$ cat config.mk
export PLATFORM = sky130hd
export DESIGN_NAME = cls_io_regs
export DESIGN_NICKNAME = d
export VERILOG_FILES = /design/src/cls_pkg.sv /design/src/cls_io_regs.sv /design/src/cls_sio_check.sv
export SDC_FILE = /design/constraint.sdc
export NUM_CORES = 1
export LEC_CHECK = 0
export BUFFER_PORTS_ARGS = -buffer_cell sky130_fd_sc_hd__buf_2
export CORE_MARGIN = 4
export CORE_UTILIZATION = 28
export CTS_CLUSTER_DIAMETER = 40
export DETAILED_ROUTE_END_ITERATION = 6
export GPL_TIMING_DRIVEN = 0
export PLACE_DENSITY = 0.55
export SETUP_SLACK_MARGIN = 0.4
export SLEW_MARGIN = 0
export SYNTH_ARGS = -nofsm -noshare
export SYNTH_HDL_FRONTEND = slang
export SYNTH_SLANG_ARGS = --single-unit
export TNS_END_PERCENT = 20
$ cat constraint.sdc
create_clock -name sys_clk -period 2.54 [get_ports sys_clk]
set_clock_uncertainty 0.1 [all_clocks]
set_input_delay 0.381 -clock sys_clk [delete_from_list [all_inputs] [get_ports sys_clk]]
set_output_delay 0.381 -clock sys_clk [all_outputs]
set_load 0.1 [all_outputs]
$ cat src/cls_pkg.sv
/*
  Package for the card unit load/sense I/O attachment: instruction codes, function codes,
  limits, sense bit positions and state encoding.
  Assumes a single synchronous clock domain, used by cls_io_regs and cls_sio_check.
*/
package cls_pkg;

  // ****************************************
  // Instruction decode
  // ****************************************
  localparam logic [3:0] DEVICE_ADDR = 4'hf;
  localparam logic [7:0] OP_LOAD_DIRECT = 8'h31;
  localparam logic [7:0] OP_LOAD_XR1 = 8'h71;
  localparam logic [7:0] OP_LOAD_XR2 = 8'hb1;
  localparam logic [7:0] OP_SENSE_DIRECT = 8'h30;
  localparam logic [7:0] OP_SENSE_XR1 = 8'h70;
  localparam logic [7:0] OP_SENSE_XR2 = 8'hb0;

  // Q-byte fields: device address, modifier bit, function code
  localparam int QB_DEV_LSB = 4;
  localparam int QB_FUNC_LSB = 0;

  // ****************************************
  // Function codes
  // ****************************************
  localparam logic [2:0] FN_READ_COUNT = 3'h0;
  localparam logic [2:0] FN_DIAG = 3'h1;
  localparam logic [2:0] FN_PUNCH_COUNT = 3'h2;
  localparam logic [2:0] FN_PRINT_CTRL = 3'h3;
  localparam logic [2:0] FN_PRINT_ADDR = 3'h4;
  localparam logic [2:0] FN_READ_ADDR = 3'h5;
  localparam logic [2:0] FN_PUNCH_ADDR = 3'h6;
  localparam logic [2:0] FN_INVALID = 3'h7;

  // ****************************************
  // Limits, fields and reset values
  // ****************************************
  localparam logic [7:0] PRINT_COUNT_MAX = 8'h40;
  localparam logic [7:0] CARD_COUNT_MAX = 8'h50;
  localparam int HEAD_COUNT = 6;
  localparam int DIAG_MODE_BIT = 0;
  localparam logic [7:0] COUNT_RESET = 8'h00;
  localparam logic [7:0] HEADS_RESET = 8'h00;
  localparam logic [15:0] ADDR_RESET = 16'h0000;

  // Sense byte 1 bit positions
  localparam int SNS_ABORTED_BIT = 0;
  localparam int SNS_DIAG_BIT = 1;
  localparam int SNS_PRINT_OPT_BIT = 2;

  // Start kinds
  typedef enum logic [1:0] {
    CLS_KIND_READ = 2'h0,
    CLS_KIND_PUNCH = 2'h1,
    CLS_KIND_PRINT = 2'h2
  } cls_kind_t;

  // Answer sequencer, Gray along idle -> answer
  typedef enum logic [1:0] {
    CLS_IDLE = 2'h0,
    CLS_ANSWER = 2'h1
  } cls_state_t;

endpackage : cls_pkg

$ cat src/cls_io_regs.sv
/*
  Card unit attachment: load-I/O and sense-I/O instruction handling, the loaded count,
  head select and buffer address registers, and the start-I/O length check.
  Assumes the processing unit presents one instruction per strobe with both storage
  bytes already fetched, and reads the sense bytes one cycle after the strobe.
*/
`timescale 1ns/1ps
module cls_io_regs (
  input wire logic sys_clk,
  input wire logic sys_rst,
  input wire logic instr_valid,
  input wire logic [7:0] instr_opcode,
  input wire logic [7:0] instr_qbyte,
  input wire logic [7:0] instr_byte_op,
  input wire logic [7:0] instr_byte_op_m1,
  input wire logic cpu_level7_active,
  input wire logic cpu_level7_enabled,
  input wire logic print_installed,
  input wire logic sio_valid,
  input wire logic [1:0] sio_kind,
  output logic load_done,
  output logic sense_valid,
  output logic [7:0] sense_byte_op,
  output logic [7:0] sense_byte_op_m1,
  output logic processor_check,
  output logic program_check,
  output logic sio_accept,
  output logic sio_abort,
  output logic [7:0] sio_length,
  output logic [15:0] sio_address,
  output logic [5:0] sio_heads,
  output logic diag_mode,
  output logic aborted_op_flag
);

  // ****************************************
  // Decode
  // ****************************************
  logic addressed;
  logic is_load;
  logic is_sense;
  logic [2:0] func;
  logic [15:0] field;

  assign addressed = (instr_qbyte[cls_pkg::QB_DEV_LSB +: 4] == cls_pkg::DEVICE_ADDR);
  assign func = instr_qbyte[cls_pkg::QB_FUNC_LSB +: 3];
  // Addressing modes differ only in how the CPU fetched the field
  assign is_load = instr_valid && addressed &&
                   ((instr_opcode == cls_pkg::OP_LOAD_DIRECT) ||
                    (instr_opcode == cls_pkg::OP_LOAD_XR1) ||
                    (instr_opcode == cls_pkg::OP_LOAD_XR2));
  assign is_sense = instr_valid && addressed &&
                    ((instr_opcode == cls_pkg::OP_SENSE_DIRECT) ||
                     (instr_opcode == cls_pkg::OP_SENSE_XR1) ||
                     (instr_opcode == cls_pkg::OP_SENSE_XR2));
  // Operand byte is the low-order end of the two-byte field
  assign field = {instr_byte_op_m1, instr_byte_op};

  // ****************************************
  // Loaded registers
  // ****************************************
  logic [7:0] read_length_count;
  logic [7:0] punch_length_count;
  logic [7:0] print_head_select;
  logic [7:0] print_length_count;
  logic [15:0] print_buffer_address;
  logic [15:0] read_buffer_address;
  logic [15:0] punch_buffer_address;
  logic [7:0] next_read_length_count;
  logic [7:0] next_punch_length_count;
  logic [7:0] next_print_head_select;
  logic [7:0] next_print_length_count;
  logic [15:0] next_print_buffer_address;
  logic [15:0] next_read_buffer_address;
  logic [15:0] next_punch_buffer_address;
  logic next_diag_mode;
  logic load_abort;
  logic load_bad_func;

  // Each register changes only on its own function code; otherwise it holds
  always_comb begin
    next_read_length_count = read_length_count;
    next_punch_length_count = punch_length_count;
    next_print_head_select = print_head_select;
    next_print_length_count = print_length_count;
    next_print_buffer_address = print_buffer_address;
    next_read_buffer_address = read_buffer_address;
    next_punch_buffer_address = punch_buffer_address;
    next_diag_mode = diag_mode;
    load_abort = 1'b0;
    load_bad_func = 1'b0;
    if (is_load) begin
      case (func)
        cls_pkg::FN_READ_COUNT: begin
          next_read_length_count = instr_byte_op;
        end
        cls_pkg::FN_DIAG: begin
          next_diag_mode = instr_byte_op[cls_pkg::DIAG_MODE_BIT];
        end
        cls_pkg::FN_PUNCH_COUNT: begin
          next_punch_length_count = instr_byte_op_m1;
        end
        cls_pkg::FN_PRINT_CTRL: begin
          // Head select and count both left unloaded, and the aborted flag set, when no head is chosen
          if (instr_byte_op[5:0] == 6'h00) begin
            load_abort = 1'b1;
          end else begin
            next_print_head_select = instr_byte_op;
            next_print_length_count = instr_byte_op_m1;
          end
        end
        cls_pkg::FN_PRINT_ADDR: begin
          next_print_buffer_address = field;
        end
        cls_pkg::FN_READ_ADDR: begin
          next_read_buffer_address = field;
        end
        cls_pkg::FN_PUNCH_ADDR: begin
          next_punch_buffer_address = field;
        end
        default: begin
          load_bad_func = 1'b1;
        end
      endcase
    end
  end

  always_ff @(posedge sys_clk) begin
    if (sys_rst) begin
      read_length_count <= cls_pkg::COUNT_RESET;
      punch_length_count <= cls_pkg::COUNT_RESET;
      print_head_select <= cls_pkg::HEADS_RESET;
      print_length_count <= cls_pkg::COUNT_RESET;
      print_buffer_address <= cls_pkg::ADDR_RESET;
      read_buffer_address <= cls_pkg::ADDR_RESET;
      punch_buffer_address <= cls_pkg::ADDR_RESET;
      diag_mode <= 1'b0;
    end else begin
      read_length_count <= next_read_length_count;
      punch_length_count <= next_punch_length_count;
      print_head_select <= next_print_head_select;
      print_length_count <= next_print_length_count;
      print_buffer_address <= next_print_buffer_address;
      read_buffer_address <= next_read_buffer_address;
      punch_buffer_address <= next_punch_buffer_address;
      diag_mode <= next_diag_mode;
    end
  end

  // ****************************************
  // Start-I/O check
  // ****************************************
  cls_pkg::cls_kind_t kind;
  logic [7:0] chk_length;
  logic chk_abort;

  assign kind = cls_pkg::cls_kind_t'(sio_kind);

  cls_sio_check u_check (
    .kind(kind),
    .read_count(read_length_count),
    .punch_count(punch_length_count),
    .print_count(print_length_count),
    .heads(print_head_select),
    .print_installed(print_installed),
    .length(chk_length),
    .abort(chk_abort)
  );

  // ****************************************
  // Answer sequencer and outputs
  // ****************************************
  cls_pkg::cls_state_t state;
  cls_pkg::cls_state_t next_state;
  logic next_load_done;
  logic next_sense_valid;
  logic [7:0] next_sense_byte_op;
  logic [7:0] next_sense_byte_op_m1;
  logic next_processor_check;
  logic next_program_check;
  logic next_sio_accept;
  logic next_sio_abort;
  logic [7:0] next_sio_length;
  logic [15:0] next_sio_address;
  logic [5:0] next_sio_heads;
  logic next_aborted_flag;
  logic abort_event;
  logic flag_clear;

  // Unknown kind codes are aborted by the checker as well
  assign abort_event = load_abort || (sio_valid && chk_abort);
  assign flag_clear = is_sense && (func == cls_pkg::FN_READ_COUNT);

  always_comb begin
    next_state = cls_pkg::CLS_IDLE;
    next_load_done = is_load;
    next_sense_valid = is_sense;
    next_sense_byte_op = sense_byte_op;
    next_sense_byte_op_m1 = sense_byte_op_m1;
    // Check goes to processor when level 7 is active but not enabled, to program when enabled, else nowhere
    next_processor_check = load_bad_func && cpu_level7_active && !cpu_level7_enabled;
    next_program_check = load_bad_func && cpu_level7_enabled;
    next_sio_accept = sio_valid && !chk_abort;
    next_sio_abort = sio_valid && chk_abort;
    next_sio_length = sio_length;
    next_sio_address = sio_address;
    next_sio_heads = sio_heads;
    // Set beats a sensing clear in the same cycle
    if (abort_event) begin
      next_aborted_flag = 1'b1;
    end else if (flag_clear) begin
      next_aborted_flag = 1'b0;
    end else begin
      next_aborted_flag = aborted_op_flag;
    end
    if (is_load || is_sense || sio_valid) begin
      next_state = cls_pkg::CLS_ANSWER;
    end
    if (is_sense) begin
      case (func)
        cls_pkg::FN_READ_COUNT: begin
          next_sense_byte_op = 8'h00;
          next_sense_byte_op[cls_pkg::SNS_ABORTED_BIT] = aborted_op_flag;
          next_sense_byte_op[cls_pkg::SNS_DIAG_BIT] = diag_mode;
          next_sense_byte_op[cls_pkg::SNS_PRINT_OPT_BIT] = print_installed;
          next_sense_byte_op_m1 = print_head_select;
        end
        cls_pkg::FN_PRINT_ADDR: begin
          {next_sense_byte_op_m1, next_sense_byte_op} = print_buffer_address;
        end
        cls_pkg::FN_READ_ADDR: begin
          {next_sense_byte_op_m1, next_sense_byte_op} = read_buffer_address;
        end
        cls_pkg::FN_PUNCH_ADDR: begin
          {next_sense_byte_op_m1, next_sense_byte_op} = punch_buffer_address;
        end
        default: begin
          next_sense_byte_op = read_length_count;
          next_sense_byte_op_m1 = punch_length_count;
        end
      endcase
    end
    if (sio_valid && !chk_abort) begin
      next_sio_length = chk_length;
      next_sio_heads = 6'h00;
      case (kind)
        cls_pkg::CLS_KIND_READ: next_sio_address = read_buffer_address;
        cls_pkg::CLS_KIND_PUNCH: next_sio_address = punch_buffer_address;
        cls_pkg::CLS_KIND_PRINT: begin
          next_sio_address = print_buffer_address;
          next_sio_heads = print_head_select[5:0];
        end
        default: next_sio_address = sio_address;
      endcase
    end
  end

  always_ff @(posedge sys_clk) begin
    if (sys_rst) begin
      state <= cls_pkg::CLS_IDLE;
      load_done <= 1'b0;
      sense_valid <= 1'b0;
      sense_byte_op <= 8'h00;
      sense_byte_op_m1 <= 8'h00;
      processor_check <= 1'b0;
      program_check <= 1'b0;
      sio_accept <= 1'b0;
      sio_abort <= 1'b0;
      sio_length <= cls_pkg::COUNT_RESET;
      sio_address <= cls_pkg::ADDR_RESET;
      sio_heads <= 6'h00;
      aborted_op_flag <= 1'b0;
    end else begin
      state <= next_state;
      load_done <= next_load_done;
      sense_valid <= next_sense_valid;
      sense_byte_op <= next_sense_byte_op;
      sense_byte_op_m1 <= next_sense_byte_op_m1;
      processor_check <= next_processor_check;
      program_check <= next_program_check;
      sio_accept <= next_sio_accept;
      sio_abort <= next_sio_abort;
      sio_length <= next_sio_length;
      sio_address <= next_sio_address;
      sio_heads <= next_sio_heads;
      aborted_op_flag <= next_aborted_flag;
    end
  end

endmodule : cls_io_regs

$ cat src/cls_sio_check.sv
/*
  Start-I/O check: clamps the length count of the chosen operation and decides abort.
  Purely combinational; the caller registers the results.
*/
`timescale 1ns/1ps
module cls_sio_check (
  input wire cls_pkg::cls_kind_t kind,
  input wire logic [7:0] read_count,
  input wire logic [7:0] punch_count,
  input wire logic [7:0] print_count,
  input wire logic [7:0] heads,
  input wire logic print_installed,
  output logic [7:0] length,
  output logic abort
);

  // ****************************************
  // Clamp helper
  // ****************************************
  function automatic logic [7:0] clamp(input logic [7:0] cnt, input logic [7:0] lim);
    clamp = (cnt > lim) ? lim : cnt;
  endfunction : clamp

  // ****************************************
  // Count choice and abort decision
  // ****************************************
  always_comb begin
    length = 8'h00;
    abort = 1'b0;
    case (kind)
      cls_pkg::CLS_KIND_READ: begin
        length = clamp(read_count, cls_pkg::CARD_COUNT_MAX);
        abort = (read_count == 8'h00);
      end
      cls_pkg::CLS_KIND_PUNCH: begin
        length = clamp(punch_count, cls_pkg::CARD_COUNT_MAX);
        abort = (punch_count == 8'h00);
      end
      cls_pkg::CLS_KIND_PRINT: begin
        length = clamp(print_count, cls_pkg::PRINT_COUNT_MAX);
        // Missing option runs anyway, so no zero checks apply
        abort = print_installed &&
                ((print_count == 8'h00) || (heads[5:0] == 6'h00));
      end
      default: begin
        length = 8'h00;
        abort = 1'b1;
      end
    endcase
  end

endmodule : cls_sio_check

==> results.ini <==
[run_status]
status=finished clean

[clock_tree]
tritoncts=done
h-tree-depth=4
numCtsBuffers=17
clk_path_buf_depth=2
hold_buffers=0
cts_sinks=134
clk_latency_ns=0.43
root_buffer=clkbuf_16
cts.reportedPaths.clkPinSlew_ns=0.06

[synth]
ys_warn_count=0
synthMuxAreaShare_pct=15.9
synth_xor_area_share_pct=0
synth_top_area_share_pct=44.1
synth_cell_types=53
ys_seq_elements=134
yosys.area_share.adder_pct=1.03
dominantRegCellSynth=dfxtp_1
synth.avg_cell_area_sq_um=9.05
synth-edff-count=0
syn-num-nets=718
yosys-top-cells-area=dfxtp_1, mux2i_1, nor2_1
netlist_area_sq_um=6080
synth_compound_area_share_pct=17.2
synthSimpleGateAreaFrac_pct=17.4
synth_top_cell_by_area=dfxtp_1
synth_top_family_by_area=simple AND/OR/NAND/NOR gates
syn_inst=672
yosysSeqAreaShare_pct=44.1
async_flop_share_pct=0

[timing]
holdWs_ns=0.0788
relSlewSlack_pct=52.8
fmax_mhz=472
finalCritPeriodShare_pct=83.3
hold_violations=0
rsz0062_at_grt=yes
finalCriticalPeriod_ns=2.12
worstMarginPinSlew_ns=0.707
finalSetupViolCount=0
setup_tns_ns=0
finalMaxSlewViolations=0

[setup_path]
cp_top_family=compound AO/OA/AOI/OAI gates
r2r_start=print_length_count[1]$_SDFFE_PP0P_
ff2ff_path_depth=7
critPathBufInv=2
slowest_delay_ns=0.59
r2r_slack_ns=0.46
required_ns=2.73
cp-end-kind=flip-flop
path_max_fanout=10
slowest_stage=a221oi_1
cpMostUsedCell=buf_2
critical_path_arrival_ns=2.31
r2r-end=sio_address[14]$_SDFFE_PP0P_
crit_chain=buf_2, buf_2, a21boi_1, nor2_1, a221oi_1, a211oi_1
start_kind=input port
setup.worst_path.class=in -> reg

[layout]
drive_above_1_share_pct=22.0
regArea_sq_um=2680
fin_cells=1077
fin_nets=835
syn_to_final_growth_pct=24.6
multi_input_area_sq_um=3150
n_fill_cell=2252
fin_area_sq_um=7580

[grt]
grt_max_degree=17
grt-ovfl-total=0
grt.total_usage_pct=17.1
grt_pass1_vias=5144
antenna_found_initial=1
grt_pass1_wl_um=31400

[place]
placed_area_sq_um=6870
portBuffers=90
gp_congestion=0.872
dp.cells=1037
place_hpwl_um=15600

[die]
core.rowCount=53
initial_core_util_pct=28.6
die_w_um=155
io_pins=95
coreArea_sq_um=21200
dieArea_sq_um=24100
die_y_um=155

[job]
drv_cap=0

[routing]
drtPass1Iterations=6
wirelength_um=20700
wire_per_inst_um=19.2
vias_per_cell=5.15
drc_errors=0
initialDrtViolationCount=517
antenna_left=0
num_vias=5543

[min_path]
hold_depth=2
hold_class=in -> reg
hp-start=cpu_level7_enabled
hold_end=program_check$_SDFF_PP0_

[power]
p_leak_nw=3.06
power_density_nw_per_um2=686
vdd_ir_drop_max_mv=0.462

[power breakdown]
part / switching (mW) / leakage, nW / total, mW / internal, mW
clock: 0.955 / 0.279 / 2.54 / 1.58
sequential: 0.00995 / 1.08 / 2.13 / 2.12
combinational: 0.409 / 1.70 / 0.529 / 0.120
total: 1.37 / 3.06 / 5.20 / 3.83
[per-stage QoR]
| stage | worst slack (ns) | util, % | power, mW |
|---|---|---|---|
| 2_1_floorplan | 0.459 | - | 2.51 |
| 3_3_place_gp | -0.264 | 32.4 | 2.69 |
| 3_5_place_dp | -0.294 | 32.4 | 2.69 |
| 4_1_cts | 0.383 | 35.3 | 5.22 |
| 5_1_grt | 0.345 | 35.7 | 5.36 |
| 6_report | 0.423 | 35.7 | 5.20 |
[state kept, by name, summed over array words and instances, names as in the netlist, 6 cells and up]
name and count:
print_buffer_address 16, print_head_select 8, print_length_count 8, punch_buffer_address 16, punch_length_count 8, read_buffer_address 16
read_length_count 8, sense_byte_op 8, sense_byte_op_m1 8, sio_address 16, sio_heads 6, sio_length 8
[cells by family after synthesis]
family	after synthesis
AND/OR/NAND/NOR	214
adder cells (fa/ha/maj)	5
multiplexers	95
flip-flops	134
buffers and inverters	56
AO/OA/AOI/OAI	168
[cell usage in the layout, fill, tap and decap left out, types with 9 or more instances in the layout]
master and instances:
dfxtp_1 134, nor2_1 103, buf_2 97, mux2i_1 84, o21ai_0 46, a21oi_1 45, nand2_1 43, clkbuf_1 29
a22oi_1 28, or3_1 17, clkbuf_16 17, a211oi_1 14, buf_4 11, mux2_2 11, clkbuf_2 9
[cells in the mapped netlist (2+ instances only)]
cell,instances
o31ai_1,2
or3_1,18
nand4_1,6
a211oi_1,14
buf_2,7
inv_1,2
a21oi_1,45
a221oi_1,3
nand3_1,3
and2_1,4
mux2_2,11
nor2_1,104
o21ai_1,3
nor3b_1,6
and3_1,2
o22ai_1,8
nor3_1,3
ha_1,5
o32ai_1,8
buf_6,3
nand2b_1,3
a222oi_1,5
clkbuf_1,38
and3b_1,3
nor4_1,5
nand2_1,43
mux2i_1,84
o21ai_0,46
a211o_1,2
buf_4,3
dfxtp_1,134
a22oi_1,28
[how the worst max path moves through the flow]
| stage | startpoint | end | slack (ns) | depth (start not counted) |
|---|---|---|---|---|
| 6_report | instr_qbyte[0] | sense_byte_op_m1[6]$_SDFFE_PP0P_ | 0.42 | 6 |
| 2_1_floorplan | instr_opcode[1] | print_buffer_address[10]$_SDFFE_PP0P_ | 0.46 | 6 |
| 5_1_grt | instr_qbyte[0] | sense_byte_op_m1[6]$_SDFFE_PP0P_ | 0.34 | 6 |
| 3_3_place_gp | sio_kind[0] | sio_length[4]$_SDFFE_PP0P_ | -0.26 | 9 |
| 4_1_cts | punch_length_count[3]$_SDFFE_PP0P_ | sio_address[14]$_SDFFE_PP0P_ | 0.38 | 6 |
| 3_5_place_dp | sio_kind[0] | sio_length[0]$_SDFFE_PP0P_ | -0.29 | 9 |
[area by class of cell]
class,instances,share of cell area (%)
Inverter,2,0.0991
Tap cell,275,4.54
Sequential cell,134,35.4
Multi-Input combinational cell,482,41.5
Buffer,54,3.63
Clock buffer,19,5.98
Timing Repair Buffer,98,6.74
Clock inverter,12,2.03
Antenna cell,1,0.0330
[timing repair]
item	in CTS	in global routing
gates resized for setup	3	20
hold endpoints to repair	0	0
pin swaps	1	2
setup buffers	0	8
setup endpoints to repair	32	42
cloned	0	0
[metal layers]
metal | global-route usage (%) | share of wire (%)
met1 | 24.1 | 48
met2 | 24.9 | 43
met4 | 7.13 | 2.8
met5 | 0 | 0.063
met3 | 4.14 | 6.6
Power figures use the tool's default switching activity.
